File: config.mk
export PLATFORM = sky130hd
export DESIGN_NAME = gst_timer
export DESIGN_NICKNAME = d
export VERILOG_FILES = /design/src/logic/gst_pkg.sv /design/src/logic/gst_timer.sv
export VERILOG_INCLUDE_DIRS = /design/src /design/src/logic
export SDC_FILE = /design/constraint.sdc
export NUM_CORES = 1
export LEC_CHECK = 0
export ABC_AREA = 1
export BUFFER_PORTS_ARGS = -buffer_cell sky130_fd_sc_hd__clkbuf_2
export CORE_ASPECT_RATIO = 0.8
export CORE_MARGIN = 2
export CORE_UTILIZATION = 25
export DETAILED_ROUTE_END_ITERATION = 6
export GPL_ROUTABILITY_DRIVEN = 0
export GPL_TIMING_DRIVEN = 0
export PLACE_DENSITY = 0.55
export RECOVER_POWER = 25
export SYNTH_ARGS = -nofsm -noshare
export SYNTH_HDL_FRONTEND = slang
export SYNTH_SLANG_ARGS = --single-unit
File: constraint.sdc
create_clock -name i_clk_sys -period 2.95 [get_ports i_clk_sys]
set_clock_uncertainty 0.15 [all_clocks]
set_input_delay 0.1475 -clock i_clk_sys [delete_from_list [all_inputs] [get_ports i_clk_sys]]
set_output_delay 0.1475 -clock i_clk_sys [all_outputs]
set_load 0.02 [all_outputs]
File: src/logic/gst_map.svh
// gst_map.svh: register offsets, field positions, reset values, timing counts
// assumes: included by the package and the timer module, bare name include
`ifndef GST_MAP_SVH
`define GST_MAP_SVH
// word offsets (byte address = 4 * index)
`define GST_IDX_CTRL     4'h0
`define GST_IDX_GATE     4'h1
`define GST_IDX_CNT_LO   4'h2
`define GST_IDX_CNT_HI   4'h3
`define GST_IDX_STATUS   4'h4
// control register fields
`define GST_CTRL_RUN     0
`define GST_CTRL_ASYNC   2
`define GST_CTRL_OSCEN   3
`define GST_CTRL_PS_LO   4
`define GST_CTRL_CS_LO   6
// gate register fields
`define GST_GATE_POL     6
`define GST_GATE_EN      7
// status register fields
`define GST_STAT_ROLL    0
`define GST_STAT_GVAL    1
// clock select encodings
`define GST_CS_INSTR     2'h0
`define GST_CS_SYS       2'h1
`define GST_CS_EXT       2'h2
`define GST_CS_LFOSC     2'h3
// reset values
`define GST_CTRL_RST     8'h00
`define GST_GATE_RST     8'h00
`define GST_CNT_RST      16'h0000
// instruction clock is system clock divided by four
`define GST_INSTR_DIV    2'h3
`define GST_SYS_STEP     16'h0004
`define GST_ONE_STEP     16'h0001
`define GST_CNT_MAX      16'hffff
`endif

File: src/logic/gst_pkg.sv
// gst_pkg.sv: types shared by the gated sixteen bit timer
// assumes: gst_map.svh sits on the include path
`include "gst_map.svh"
package gst_pkg;
    typedef struct packed {
        logic [3:0]  address;      // word index
        logic        read;
        logic        write;
        logic [31:0] writedata;
    } gst_bus_req_t;

    typedef struct packed {
        logic [31:0] readdata;
        logic        waitrequest;
    } gst_bus_rsp_t;

    // bus answer states, gray coded along idle, busy, done
    typedef enum logic [1:0] {
        GST_BUS_IDLE = 2'b00,
        GST_BUS_BUSY = 2'b01,
        GST_BUS_DONE = 2'b11
    } gst_bus_st_t;

    typedef struct packed {
        gst_bus_st_t bus;
        logic [31:0] rdata;
        logic [7:0]  ctrl;
        logic [7:0]  gate;
        logic [15:0] count;
        logic [2:0]  presc;        // prescale counter, never visible
        logic [1:0]  instr_div;    // system to instruction clock divider
        logic        ext_s1;       // synchroniser first stage
        logic        ext_s2;
        logic        ext_prev;     // last level seen by edge detect
        logic        arm;          // falling edge seen since (re)start
        logic        roll;         // sticky rollover flag
        logic        gval;         // gate level after qualification
        logic        osc_run;      // crystal oscillator enable out
        logic        wreq;         // waitrequest, low only when answering
    } gst_state_t;
endpackage

File: src/logic/gst_timer.sv
// gst_timer.sv: 16-bit gated timer/counter with Avalon-MM register slave
// assumes: inputs other than i_ext_count synchronous to i_clk_sys; low-frequency oscillator and
// crystal clock arrive as level signals sampled by the system clock
//
// The Avalon-MM slave port and the register offsets were chosen for this implementation.
`timescale 1ns/1ps
`include "gst_map.svh"

// Summary of operation
// off unless run; gate enable restricts counting
// byte writes replace live count halves
// internal source advances on prescaled ticks
// select field picks instr, sys, ext/crystal, lfosc
// system clock source adds four every fourth cycle
// external rising edge advances counter
// first rising edge ignored until falling seen
// prescaler divides by 1, 2, 4, 8
// prescaler hidden, cleared on count writes
// oscillator enable starts crystal, runs in sleep
// software waits for crystal before counting
// async select bypasses input synchroniser
// async external counting continues through sleep
// mode switch may drop or add increment
// wrap to zero sets sticky rollover flag
// gate level must equal polarity to count
// reads return live count bytes, one byte per access
// off timer holds value, prescaler frozen
module gst_timer (
    input  wire logic            i_clk_sys,    // system clock, 40 MHz
    input  wire logic            i_rst_n,      // synchronous reset, low
    input  wire gst_pkg::gst_bus_req_t i_bus,  // avalon request
    output gst_pkg::gst_bus_rsp_t      o_bus,  // avalon response
    input  wire logic            i_ext_count,  // external count input
    input  wire logic            i_crystal_in, // crystal clock level
    input  wire logic            i_lfosc,      // low-freq osc level
    input  wire logic            i_gate,       // gate input pin
    output logic                 o_osc_enable, // crystal oscillator on
    output logic                 o_rollover,   // sticky rollover flag
    output logic                 o_wake        // wake request from sleep
);
    import gst_pkg::*;

    // ----------------------------------------------------------------
    // helpers
    // ----------------------------------------------------------------
    // prescaler terminal count for the selected ratio
    function automatic logic [2:0] ps_mask(input logic [1:0] sel);
        ps_mask = 3'((4'h1 << sel) - 4'h1);
    endfunction

    // true when a write addresses the given word
    function automatic logic wr_hit(input gst_bus_req_t r,
                                    input logic [3:0] idx);
        wr_hit = r.write && (r.address == idx);
    endfunction

    // true when a write addresses either count byte
    function automatic logic cnt_hit(input gst_bus_req_t r);
        cnt_hit = wr_hit(r, `GST_IDX_CNT_LO) ||
                  wr_hit(r, `GST_IDX_CNT_HI);
    endfunction

    // ----------------------------------------------------------------
    // register read decode
    // ----------------------------------------------------------------
    // unmapped words, bits 31:8 and unused status bits read as zero; ctrl and gate return all eight written bits
    function automatic logic [31:0] rd_mux(input gst_state_t s,
                                           input logic [3:0] idx);
        rd_mux = 32'h0000_0000;
        unique case (idx)
            `GST_IDX_CTRL: begin
                rd_mux[7:0] = s.ctrl;
            end
            `GST_IDX_GATE: begin
                rd_mux[7:0] = s.gate;
            end
            `GST_IDX_CNT_LO: begin
                rd_mux[7:0] = s.count[7:0];
            end
            `GST_IDX_CNT_HI: begin
                rd_mux[7:0] = s.count[15:8];
            end
            `GST_IDX_STATUS: begin
                rd_mux[`GST_STAT_ROLL] = s.roll;
                rd_mux[`GST_STAT_GVAL] = s.gval;
            end
            default: begin
                rd_mux = 32'h0000_0000;
            end
        endcase
    endfunction

    // ----------------------------------------------------------------
    // source and clock decode
    // ----------------------------------------------------------------
    // level that feeds the edge detector for the chosen source
    function automatic logic src_pick(input logic [1:0] sel,
                                      input logic       async_on,
                                      input logic       osc_on,
                                      input logic       synced,
                                      input logic       raw_ext,
                                      input logic       xtal,
                                      input logic       lfosc);
        src_pick = synced;
        if (sel == `GST_CS_EXT) begin
            if (async_on) begin
                // raw pin, no sync stage, keeps counting in sleep
                src_pick = osc_on ? xtal : raw_ext;
            end else if (osc_on) begin
                src_pick = xtal;
            end else begin
                src_pick = synced;
            end
        end else if (sel == `GST_CS_LFOSC) begin
            src_pick = lfosc;
        end
    endfunction

    // count clock event for the chosen source, before prescaling
    function automatic logic tick_pick(input logic [1:0] sel,
                                       input logic [1:0] div,
                                       input logic       rise,
                                       input logic       armed);
        unique case (sel)
            `GST_CS_INSTR: begin
                tick_pick = (div == `GST_INSTR_DIV);
            end
            `GST_CS_SYS: begin
                // same tick rate as instr, four counts a tick
                tick_pick = (div == `GST_INSTR_DIV);
            end
            `GST_CS_EXT: begin
                tick_pick = rise && armed;
            end
            `GST_CS_LFOSC: begin
                tick_pick = rise;
            end
            default: begin
                tick_pick = 1'b0;
            end
        endcase
    endfunction

    // ----------------------------------------------------------------
    // counting helpers
    // ----------------------------------------------------------------
    // increment per prescaled tick
    function automatic logic [15:0] step_of(input logic [1:0] sel);
        if (sel == `GST_CS_SYS) begin
            step_of = `GST_SYS_STEP;
        end else begin
            step_of = `GST_ONE_STEP;
        end
    endfunction

    // gate permits counting when its level matches the polarity
    function automatic logic gate_pass(input logic [7:0] g,
                                       input logic       pin);
        gate_pass = (pin == g[`GST_GATE_POL]);
    endfunction

    // prescale counter has reached the selected ratio
    function automatic logic presc_done(input logic [2:0] p,
                                        input logic [1:0] sel);
        presc_done = ((p & ps_mask(sel)) == ps_mask(sel));
    endfunction

    gst_state_t q;
    gst_state_t d;

    logic [1:0] cs;
    logic [1:0] ps;
    logic       run;
    logic       src_lvl;
    logic       src_rise;
    logic       tick;
    logic       wrap;
    logic       gate_ok;
    logic       cnt_wr;
    logic [15:0] step;
    logic [16:0] sum;

    // ----------------------------------------------------------------
    // next state
    // ----------------------------------------------------------------
    always_comb begin
        d = q;
        // ------------------------------------------------------------
        // control decode
        // ------------------------------------------------------------
        cs = q.ctrl[`GST_CTRL_CS_LO +: 2];
        ps = q.ctrl[`GST_CTRL_PS_LO +: 2];
        // gate must match polarity when gate enable is set
        gate_ok = gate_pass(q.gate, i_gate);
        d.gval = gate_ok;
        run = q.ctrl[`GST_CTRL_RUN] &&
              (!q.gate[`GST_GATE_EN] || gate_ok);
        cnt_wr = (q.bus == GST_BUS_BUSY) && cnt_hit(i_bus);

        // ------------------------------------------------------------
        // external input path
        // ------------------------------------------------------------
        // two-stage sync; async select reads the raw pin instead
        d.ext_s1 = i_ext_count;
        d.ext_s2 = q.ext_s1;
        src_lvl = src_pick(cs, q.ctrl[`GST_CTRL_ASYNC],
                           q.ctrl[`GST_CTRL_OSCEN], q.ext_s2,
                           i_ext_count, i_crystal_in, i_lfosc);
        // switching sync and async may drop or add one edge here
        d.ext_prev = src_lvl;
        src_rise = src_lvl && !q.ext_prev;

        // ------------------------------------------------------------
        // count clock
        // ------------------------------------------------------------
        // free-running divide by four, not disturbed by writes
        d.instr_div = q.instr_div + 2'h1;
        tick = tick_pick(cs, q.instr_div, src_rise, q.arm);
        step = step_of(cs);

        // ------------------------------------------------------------
        // falling edge arming for counter mode
        // ------------------------------------------------------------
        if (!q.ctrl[`GST_CTRL_RUN] || cnt_wr) begin
            d.arm = 1'b0;
        end else if (!src_lvl && q.ext_prev) begin
            d.arm = 1'b1;
        end

        // ------------------------------------------------------------
        // prescaler and count
        // ------------------------------------------------------------
        sum = {1'b0, q.count} + {1'b0, step};
        wrap = 1'b0;
        if (run && tick) begin
            if (presc_done(q.presc, ps)) begin
                d.presc = 3'h0;
                d.count = sum[15:0];
                wrap = sum[16];
                if (wrap) begin
                    d.roll = 1'b1;
                end
            end else begin
                d.presc = q.presc + 3'h1;
            end
        end

        // ------------------------------------------------------------
        // avalon slave
        // ------------------------------------------------------------
        // read data latched on the taking edge so it stands while
        // waitrequest is low; the count seen is one cycle old
        unique case (q.bus)
            GST_BUS_IDLE: begin
                if (i_bus.read || i_bus.write) begin
                    d.bus = GST_BUS_BUSY;
                end
                if (i_bus.read) begin
                    d.rdata = rd_mux(q, i_bus.address);
                end
            end
            GST_BUS_BUSY: begin
                d.bus = GST_BUS_DONE;
                if (wr_hit(i_bus, `GST_IDX_CTRL)) begin
                    d.ctrl = i_bus.writedata[7:0];
                end
                if (wr_hit(i_bus, `GST_IDX_GATE)) begin
                    d.gate = i_bus.writedata[7:0];
                end
                if (wr_hit(i_bus, `GST_IDX_CNT_LO)) begin
                    d.count[7:0] = i_bus.writedata[7:0];
                end
                if (wr_hit(i_bus, `GST_IDX_CNT_HI)) begin
                    d.count[15:8] = i_bus.writedata[7:0];
                end
                if (cnt_wr) begin
                    d.presc = 3'h0;
                end
                // write one clears, a same-cycle wrap still wins
                if (wr_hit(i_bus, `GST_IDX_STATUS) &&
                    i_bus.writedata[`GST_STAT_ROLL] && !wrap) begin
                    d.roll = 1'b0;
                end
            end
            GST_BUS_DONE: begin
                d.bus = GST_BUS_IDLE;
            end
            default: begin
                d.bus = GST_BUS_IDLE;
            end
        endcase
        // waitrequest low only in the answer cycle, kept in a flop
        d.wreq = (d.bus != GST_BUS_BUSY);

        // ------------------------------------------------------------
        // oscillator
        // ------------------------------------------------------------
        d.osc_run = q.ctrl[`GST_CTRL_OSCEN];
    end

    // ----------------------------------------------------------------
    // state register
    // ----------------------------------------------------------------
    always_ff @(posedge i_clk_sys) begin
        if (!i_rst_n) begin
            q <= '0;
            q.ctrl <= `GST_CTRL_RST;
            q.gate <= `GST_GATE_RST;
            q.count <= `GST_CNT_RST;
            q.wreq <= 1'b1;
        end else begin
            q <= d;
        end
    end

    // outputs straight from flip-flops
    assign o_bus.readdata = q.rdata;
    assign o_bus.waitrequest = q.wreq;
    assign o_osc_enable = q.osc_run;
    assign o_rollover = q.roll;
    assign o_wake = q.roll;
endmodule

==> flow_summary_export.csv, run 1 <==
group,metric,value,unit
outcome,run_status,"finished, final reports clean",
die,die_h,108.8,um
die,die_area,14690,um^2
setup_path,critPathLaunchType,"flip-flop",
detailed_routing,firstDrtPassIters,5,
clock_tree,clock-sinks,55,
power_and_ir_drop,ir_worst_vdd,282.1,uV
timing,slew_viol_final,0,
clock_tree,clk_pin_slew,0.07,ns
placed_design,dpl.hpwl,7715,um
setup_path,critPathArrivalTime,2.38,ns
clock_tree,cts.htree.levels,2,
logic_synthesis,synth.area.top_cells,"dfxtp_1 (32%), nand2_1 (18%), inv_1 (8.4%)",
timing,fmax,0.4297,GHz
logic_synthesis,syn_area_per_cell,6.217,um^2
logic_synthesis,syn_inst,552,
global_routing,grt_max_degree,17,
timing,slew_headroom,63.40,%
global_routing,track_usage,13.58,%
timing,rsz0062_at_grt,"false",
setup_path,required,3.01,ns
detailed_routing,drt_iter0_markers,279,
setup_path,crit_fanout,8,
timing,tightest_slew,0.5432,ns
setup_path,end_kind,"flip-flop",
global_routing,grt_pass1_wl,15520,um
detailed_routing,postRouteAntennaNets,0,
setup_path,critPathKind,"reg -> reg",
die,dieWidth,135.0,um
power_and_ir_drop,p_per_area,391.2,nW/um^2
logic_synthesis,ys_warn_count,0,
die,pin_count,80,
clock_tree,cts_buffers,5,
clock_tree,cts_setup_buffers,0,
power_and_ir_drop,p_leak,2.010,nW
logic_synthesis,ys_types,31,
die,start_util,25.42,%
timing,fin_crit_sh,78.89,%
global_routing,gr-total-overflow,0,
final_layout,n_antenna_cell,0,
timing,setup_violations,0,
final_layout,area_growth,19.61,%
global_routing,first_global_vias,2971,
logic_synthesis,syn-cell-area,3432,um^2
detailed_routing,vias_per_cell,4.308,
logic_synthesis,ys_top_cells_by_count,"nand2_1 (168), inv_1 (77), o21ai_0 (57)",
die,fp.coreArea,13500,um^2
final_layout,layout-drive-gt1-share,13.11,%
final_layout,fin_area,4105,um^2
detailed_routing,via_count,3438,
placed_design,port_buffers,30,
global_routing,grt_antenna_before_repair,0,
logic_synthesis,synth_top_flop_cell,"dfxtp_1",
placed_design,placed_cell_area,3894,um^2
final_layout,nets,667,
logic_synthesis,post-synth-top-area-fraction,32.08,%
logic_synthesis,yosys.area.top_type,"dfxtp_1",
clock_tree,clk_latency,0.30,ns
die,row_count,38,
timing,post-route-min-period,2.327,ns
logic_synthesis,synthArstFlopShare,0,%
logic_synthesis,yosysMostFrequentCell,"nand2_1",
clock_tree,cts.path.max_buffers,2,
clock_tree,root_buffer,"clkbuf_16",
clock_tree,tritoncts,"yes",
timing,setup_tns,0,ns
hold_path,holdCritPathClass,"in -> reg",
detailed_routing,drc,0,
logic_synthesis,ys_seq_area_share,32.08,%
timing,hold_viol,0,
clock_tree,post_cts_resized,0,
run,maxCapViolations,0,
logic_synthesis,synth_edf_count,0,
logic_synthesis,ys_seq_elements,55,
detailed_routing,wl_per_cell,12.30,um
detailed_routing,drt-total-wl,9813,um
[cells by family after synthesis]
family                     Yosys count  synth area share, %
xor gates and xnor gates             6                1.531
adders and majority gates            5                1.823
other                                1               0.1093
AOI/OAI and AO/OA                   94                14.47
buffers and inverters              128                18.48
DFF                                 55                32.08
and+or+nand+nor                    263                31.50
[power by group]
| part | leakage (nW) | switching (mW) | internal, mW |
|---|---|---|---|
| clock network | 0.0759 | 0.281 | 0.396 |
| registers | 0.445 | 0.00954 | 0.755 |
| logic | 1.49 | 0.103 | 0.0606 |
| total | 2.01 | 0.394 | 1.21 |
[flip-flops by register name (all words and copies together) (netlist names)]
| name | cells |
|---|---|
| q | 38 |
| o_bus | 9 |
| cs | 2 |
| d | 2 |
| ps | 2 |
| o_osc_enable | 1 |
| o_rollover | 1 |
[worst max-delay path, cell delays in order (launching register included)]
cell	delay, ns
dfxtp_1	0.46
nor2_1	0.14
ha_1	0.37
nand3_1	0.10
nand2_1	0.23
nand2_1	0.13
o21ai_0	0.17
nand2_1	0.07
nand2_1	0.11
nand2_1	0.06
nand2_1	0.06
nand3_1	0.08
nand2_1	0.07
inv_1	0.03
[cells in the final DEF, fill, tap and decap left out, types with 2 or more instances in the layout]
cell	netlist	layout
clkinv_1	2	2
o21ai_0	57	57
nand2_1	168	168
nor3_1	5	5
o22ai_1	6	6
xor2_1	5	5
a21oi_1	24	24
o211ai_1	2	2
conb_1	1	24
clkbuf_16	0	5
ha_1	5	5
dfxtp_1	55	55
clkbuf_2	0	21
dlygate4sd3_1	0	6
nor2_1	43	43
nand2_2	4	4
buf_4	36	36
buf_6	2	2
inv_1	77	77
nand3_1	33	33
nand2_4	2	2
nor2_2	3	3
clkbuf_1	7	16
buf_2	3	3
nand4_1	3	3
[cell type report]
class / count / area (um^2)
Buffer: 48 / 334.1
Clock buffer: 5 / 125.1
Clock inverter: 2 / 37.54
Fill cell: 1551 / 9398
Inverter: 80 / 300.3
Multi-Input combinational cell: 392 / 1783
Sequential cell: 55 / 1101
Tap cell: 180 / 225.2
Timing Repair Buffer: 36 / 198.9
[worst paths after layout]
path / cells past startpoint / endpoint / start / slack, ns
setup / recovery: 13 / q[26]$_SDFF_PN0_ / cs[1]$_SDFFE_PN0P_ / 0.62
hold / removal: 3 / q[35]$_SDFFE_PN0P_ / i_bus[6] / 0.01
setup reg to reg: 13 / q[26]$_SDFF_PN0_ / cs[1]$_SDFFE_PN0P_ / 0.62
hold reg to reg: 2 / q[6]$_SDFF_PN0_ / d[6]$_SDFF_PN0_ / 0.27
[what timing repair did]
item | in CTS | in global routing
setup endpoints to repair | 0 | 0
endpoints found under the hold margin | 7 | 0
hold buffers | 6 | 0
[per-stage QoR]
stage	setup slack [ns]	power (mW)	util [%]	cells	hold WS, ns
4_1_cts	0.6642	1.623	30.49	798	0.01832
6_report	0.6226	1.606	30.40	798	0.01406
5_1_grt	0.3871	1.666	30.40	798	0.04428
2_1_floorplan	1.028	0.8946	-	575	0.09095
3_5_place_dp	0.6732	0.9386	28.84	785	0.2159
3_3_place_gp	0.6712	0.9387	28.84	785	0.2078
[routing by layer]
| layer | part of all wire [%] | GRT usage (%) |
|---|---|---|
| met1 | 54 | 21.86 |
| met2 | 39 | 17.91 |
| met3 | 5.7 | 2.371 |
| met4 | 1.4 | 3.720 |
| met5 | 0 | 0 |
Power figures use the tool's default switching activity.
==> run 2, diff against run 1 <==
==> constraint.sdc (replaced) <==
create_clock -name i_clk_sys -period 2.18 [get_ports i_clk_sys]
set_clock_uncertainty 0.15 [all_clocks]
set_input_delay 0.109 -clock i_clk_sys [delete_from_list [all_inputs] [get_ports i_clk_sys]]
set_output_delay 0.109 -clock i_clk_sys [all_outputs]
set_load 0.02 [all_outputs]
==> run 2 against run 1 <==
Effect of this change:
- die area did not move
- clock power rose by 36%
- first-iteration DRC count fell by 1.1%
- fmax rose by 14%
- critical path type unchanged
==> flow_summary_export.csv, run 2 (synthesis gave the netlist of run 1 again) <==
group,metric,value,unit
clock_tree,root_buffer,"clkbuf_16",
clock_tree,clock-sinks,55,
hold_path,holdCritPathClass,"in -> reg",
outcome,run_status,"finished, final reports clean",
global_routing,gr-total-overflow,0,
power_and_ir_drop,ir_worst_vdd,388.5,uV
timing,fin_crit_sh,93.99,%
global_routing,first_global_vias,3001,
power_and_ir_drop,p_per_area,516.5,nW/um^2
final_layout,area_growth,23.15,%
placed_design,placed_cell_area,3894,um^2
timing,setup_tns,0,ns
final_layout,layout-drive-gt1-share,14.93,%
placed_design,pre_cts_ws,-0.09679,ns
hold_path,hold_path.startpoint,"i_bus[32]",
power_and_ir_drop,power,2.183,mW
placed_design,port_buffers,30,
timing,slew_viol_final,0,
detailed_routing,postRouteAntennaNets,0,
setup_path,critPathLaunchType,"flip-flop",
setup_path,required,2.24,ns
timing,rsz0062_at_grt,"false",
final_layout,fillers,1539,
global_routing,grt_max_degree,17,
setup_path,critPathArrivalTime,2.11,ns
die,fp.coreArea,13500,um^2
final_layout,fin_area,4227,um^2
die,start_util,25.42,%
setup_path,critPathKind,"reg -> reg",
die,row_count,38,
clock_tree,cts.htree.levels,2,
timing,tightest_slew,0.5523,ns
clock_tree,cts.path.max_buffers,2,
detailed_routing,drc,0,
detailed_routing,wl_per_cell,12.28,um
clock_tree,clk_pin_slew,0.07,ns
die,pin_count,80,
placed_design,dpl.hpwl,7715,um
final_layout,nets,672,
timing,worst_slack,0.1310,ns
final_layout,n_antenna_cell,0,
detailed_routing,vias_per_cell,4.300,
detailed_routing,firstDrtPassIters,5,
final_layout,final_cell_mix,"nand2_1 (166), inv_1 (76), o21ai_0 (55)",
timing,hold_viol,0,
global_routing,grt_pass1_wl,15570,um
run,maxCapViolations,0,
final_layout,layout_commonest_cell,"nand2_1",
die,die_area,14690,um^2
setup_path,r2r_start,"cs[1]$_SDFFE_PN0P_",
clock_tree,clk_latency,0.30,ns
clock_tree,cts_buffers,5,
clock_tree,tritoncts,"yes",
timing,post-route-min-period,2.049,ns
final_layout,largest_reg_flops,38,
die,die_h,108.8,um
setup_path,critPathLaunch,"cs[1]$_SDFFE_PN0P_",
setup_path,end_kind,"flip-flop",
timing,setup_violations,0,
global_routing,grt_antenna_before_repair,0,
final_layout,regMostFlops,"q",
die,dieWidth,135.0,um
detailed_routing,drt-total-wl,9858,um
setup_path,crit_fanout,8,
detailed_routing,drt_iter0_markers,276,
timing,slew_headroom,62.79,%
global_routing,track_usage,13.63,%
power_and_ir_drop,p_leak,2.027,nW
detailed_routing,via_count,3453,
timing,fmax,0.4880,GHz
==> run 2: cell count changes in the layout (fill, tap and decap cells not counted), moves of 2 or more <==
cell,previous run,this run
nand2_1,168,166
ha_1,5,2
ha_4,0,2
o21ai_0,57,55
dlygate4sd3_1,6,10
==> run 2: per-layer routing <==
| metal | track usage [%] | wire [um] |
|---|---|---|
| met1 | 21.75 | 5176 |
| met5 | 0 | 0 |
| met3 | 2.371 | 614 |
| met2 | 18.24 | 3939 |
| met4 | 3.720 | 127 |
==> run 2: path summary, 6_finish.rpt <==
kind                                         end  slack, ns  depth (start not counted)
worst min register to register   q[6]$_SDFF_PN0_       0.27                          2
worst min-delay path            q[77]$_SDFF_PN0_       0.02                          3
worst max register to register  q[26]$_SDFF_PN0_       0.13                         13
worst max-delay path            q[26]$_SDFF_PN0_       0.13                         13
==> run 2: timing repair <==
| item | in CTS | in global routing |
|---|---|---|
| gates cloned | 0 | 0 |
| resized for setup | 5 | 13 |
| buffers inserted | 0 | 1 |
| setup endpoints to repair | 9 | 13 |
| hold endpoints to repair | 12 | 0 |
| hold buffers | 10 | 0 |
| pin swaps | 0 | 1 |
==> run 2: power breakdown <==
group          internal (mW)  total (mW)  switching, mW
clock                  0.537       0.919          0.383
sequential              1.02        1.03         0.0134
combinational         0.0876       0.229          0.142
total                   1.65        2.18          0.538
==> run 2: area by class of cell <==
cell class / instances / area [um^2] / area share (%)
Clock buffer: 5 / 125.1 / 2.960
Buffer: 48 / 334.1 / 7.904
Sequential cell: 55 / 1102 / 26.08
Multi-Input combinational cell: 392 / 1856 / 43.90
Tap cell: 180 / 225.2 / 5.329
Clock inverter: 2 / 37.54 / 0.8881
Inverter: 80 / 300.3 / 7.105
Timing Repair Buffer: 41 / 246.5 / 5.832
==> run 2: critical path: stages, from the launching register on <==
cell and delay (ns):
dfxtp_2 0.43, nor2_4 0.08, ha_4 0.29, nand3_1 0.13, nand2_4 0.14, nand2_1 0.09
o21ai_0 0.16, nand2_1 0.07, nand2_1 0.11, nand2_1 0.06, nand2_1 0.06, nand3_1 0.08
nand2_1 0.07, inv_1 0.03
==> run 2: stage by stage <==
step | hold slack, ns | instances | utilization (%)
after floorplan | 0.05245 | 575 | -
after global placement | 0.1693 | 785 | 28.84
after detailed placement | 0.1774 | 785 | 28.84
after CTS | 0.01810 | 802 | 30.89
after global routing | 0.03401 | 803 | 31.30
final | 0.02388 | 803 | 31.30
==> run 3, diff against run 2 <==
--- a/config.mk
+++ b/config.mk
@@ -6,7 +6,6 @@
 export SDC_FILE = /design/constraint.sdc
 export NUM_CORES = 1
 export LEC_CHECK = 0
-export ABC_AREA = 1
 export BUFFER_PORTS_ARGS = -buffer_cell sky130_fd_sc_hd__clkbuf_2
 export CORE_ASPECT_RATIO = 0.8
 export CORE_MARGIN = 2
@@ -14,7 +13,7 @@
 export DETAILED_ROUTE_END_ITERATION = 6
 export GPL_ROUTABILITY_DRIVEN = 0
 export GPL_TIMING_DRIVEN = 0
-export PLACE_DENSITY = 0.55
+export PLACE_DENSITY = 0.56
 export RECOVER_POWER = 25
 export SYNTH_ARGS = -nofsm -noshare
 export SYNTH_HDL_FRONTEND = slang
==> run 3 against run 2 <==
Effect of this change:
- fmax down 3.5%
- hold slack worse by 0.010 ns
- area after synthesis down 16%
- critical path type unchanged
- largest power group unchanged
==> flow_summary_export.csv, run 3 <==
group,metric,value,unit
outcome,run_status,"finished, final reports clean",
logic_synthesis,synth_edf_count,0,
final_layout,fillers,1148,
final_layout,final_cells,543,
die,fp.coreArea,11020,um^2
setup_path,critPathKind,"reg -> reg",
global_routing,grt_antenna_before_repair,0,
setup_path,critPathLaunch,"q[16]$_SDFF_PN0_",
logic_synthesis,synth_top_flop_cell,"dfxtp_1",
timing,setup_tns,0,ns
final_layout,multi_input_area,1610,um^2
clock_tree,tritoncts,"yes",
clock_tree,root_buffer,"clkbuf_16",
clock_tree,cts.path.max_buffers,2,
timing,slew_viol_final,0,
clock_tree,clock-sinks,55,
logic_synthesis,syn_inst,325,
detailed_routing,via_count,2475,
logic_synthesis,ys_warn_count,0,
global_routing,grt_max_degree,16,
final_layout,final_cell_mix,"dfxtp_1 (53), buf_4 (38), nand2_1 (36)",
setup_path,critPathArrivalTime,2.14,ns
die,row_count,34,
logic_synthesis,ys_seq_elements,55,
detailed_routing,drt-total-wl,7717,um
setup_path,cp_slowest_stage_delay,0.46,ns
setup_path,critPathLaunchType,"flip-flop",
power_and_ir_drop,p_leak,1.383,nW
clock_tree,cts_buffers,5,
timing,fmax,0.4709,GHz
final_layout,seqCellArea,1106,um^2
setup_path,crit_fanout,6,
final_layout,n_antenna_cell,0,
die,pin_count,80,
detailed_routing,firstDrtPassIters,6,
logic_synthesis,ys_types,44,
timing,post-route-min-period,2.124,ns
logic_synthesis,synth.area.top_cells,"dfxtp_1 (38%), buf_4 (8.9%), mux4_2 (5.5%)",
setup_path,critPathTopFamily,"simple AND/OR/NAND/NOR gates",
logic_synthesis,ys_top_cells_by_count,"dfxtp_1 (55), nand2_1 (36), buf_4 (34)",
setup_path,regToRegSetupSlack,0.06,ns
final_layout,layout_commonest_cell,"dfxtp_1",
detailed_routing,vias_per_cell,4.558,
detailed_routing,wl_per_cell,14.21,um
hold_path,hold-path-endpoint,"q[2]$_SDFF_PN0_",
setup_path,end_kind,"flip-flop",
timing,rsz0062_at_grt,"true",
final_layout,fin_util,33.10,%
hold_path,holdCritPathClass,"in -> reg",
logic_synthesis,syn_area_per_cell,8.828,um^2
logic_synthesis,post-synth-top-area-fraction,38.38,%
power_and_ir_drop,power,2.112,mW
logic_synthesis,ys_seq_area_share,38.38,%
run,maxCapViolations,0,
final_layout,nets,447,
hold_path,holdPathStages,3,
final_layout,layout-drive-gt1-share,23.81,%
hold_path,hold_path.startpoint,"i_gate",
power_and_ir_drop,ir_worst_vdd,342.8,uV
global_routing,track_usage,12.50,%
setup_path,crit_chain,"nand4_1 > nor3_4 > nand4_1 > nor4b_4 > xnor2_1 > o21ai_0",
detailed_routing,postRouteAntennaNets,0,
logic_synthesis,yosys.area.top_type,"dfxtp_1",
setup_path,required,2.20,ns
clock_tree,cts.htree.levels,2,
setup_path,r2r_cells,6,
timing,slew_headroom,50.42,%
final_layout,regMostFlops,"q",
timing,setup_violations,0,
die,die_area,12350,um^2
die,die_h,99.82,um
global_routing,gr-total-overflow,0,
detailed_routing,drc,0,
placed_design,port_buffers,30,
timing,fin_crit_sh,97.41,%
setup_path,reg2reg_to,"q[28]$_SDFF_PN0_",
logic_synthesis,yosysMostFrequentCell,"dfxtp_1",
die,start_util,26.04,%
final_layout,fin_area,3647,um^2
setup_path,critPathBufInv,0,
detailed_routing,drt_iter0_markers,149,
die,dieWidth,123.8,um
setup_path,cpMaxStageDelayCell,"dfxtp_1",
setup_path,r2r_start,"q[16]$_SDFF_PN0_",
logic_synthesis,synthArstFlopShare,0,%
global_routing,first_global_vias,2325,
final_layout,largest_reg_flops,38,
clock_tree,clk_pin_slew,0.07,ns
placed_design,placed_cell_area,3286,um^2
clock_tree,clk_latency,0.29,ns
timing,hold_viol,0,
final_layout,area_growth,27.13,%
timing,tightest_slew,0.7409,ns
power_and_ir_drop,p_per_area,579.1,nW/um^2
placed_design,dpl.hpwl,5839,um
global_routing,grt_pass1_wl,11940,um
logic_synthesis,syn-cell-area,2869,um^2
placed_design,dp.cells,522,
setup_path,crit_path_frequent_cell,"nand4_1",
run 3: cell type report:
class                           count  area share, %
Tap cell                          144          4.940
Inverter                            5         0.5146
Buffer                             44          8.405
Clock buffer                        8          4.288
Timing Repair Buffer               44          7.376
Multi-Input combinational cell    243          44.15
Sequential cell                    55          30.33
run 3: how the worst max path moves through the flow:
stage / endpoint / slack [ns] / cells after the start
floorplan: q[28]$_SDFF_PN0_ / 0.22 / 8
global route: q[24]$_SDFF_PN0_ / -0.08 / 8
CTS: q[28]$_SDFF_PN0_ / 0.006 / 8
finish: q[28]$_SDFF_PN0_ / 0.06 / 6
global placement: q[21]$_SDFF_PN0_ / -0.17 / 8
detailed placement: q[21]$_SDFF_PN0_ / -0.18 / 8
run 3: cell families after synthesis:
group                      after synthesis  share of synthesized area, %
buffers and inverters                   50                         11.30
muxes                                   21                         10.95
AOI/OAI and AO/OA                       56                         11.56
and+or+nand+nor                        122                         20.93
DFF                                     55                         38.38
other                                    1                        0.1307
adders and majority gates                5                         2.181
xor gates and xnor gates                15                         4.579
run 3: what timing repair did:
item	in CTS	in global routing
buffers inserted	1	3
gates resized for setup	4	18
endpoints found under the setup margin	13	26
hold endpoints to repair	21	0
hold buffers	10	0
pin swaps	0	5
run 3: through the flow:
stage / setup WS (ns) / hold slack, ns
6_report: 0.05639 / 0.01389
5_1_grt: -0.07758 / 0.04100
4_1_cts: 0.005736 / 0.01324
3_5_place_dp: -0.1811 / 0.1986
3_3_place_gp: -0.1670 / 0.1969
2_1_floorplan: 0.2222 / 0.06762
run 3: report_power, final:
group / switching, mW / total [mW] / leakage (nW) / internal (mW)
Combinational: 0.135 / 0.225 / 0.859 / 0.0907
Sequential: 0.0119 / 1.03 / 0.447 / 1.02
Clock: 0.363 / 0.854 / 0.0772 / 0.491
Total: 0.510 / 2.11 / 1.38 / 1.60
run 3: worst reg2reg max path, cell delays in order, from the launching register on:
cell and delay, ns:
dfxtp_1 0.46, nand4_1 0.24, nor3_4 0.26, nand4_1 0.28
nor4b_4 0.36, xnor2_1 0.17, o21ai_0 0.09
run 3: routing by layer:
| metal | track usage (%) | vias up | part of all wire (%) |
|---|---|---|---|
| met4 | 1.923 | 0 | 0.69 |
| met1 | 18.41 | 1172 | 49 |
| li1 | - | 1222 | - |
| met2 | 19.10 | 74 | 44 |
| met3 | 2.614 | 7 | 6.4 |
| met5 | 0 | - | 0 |
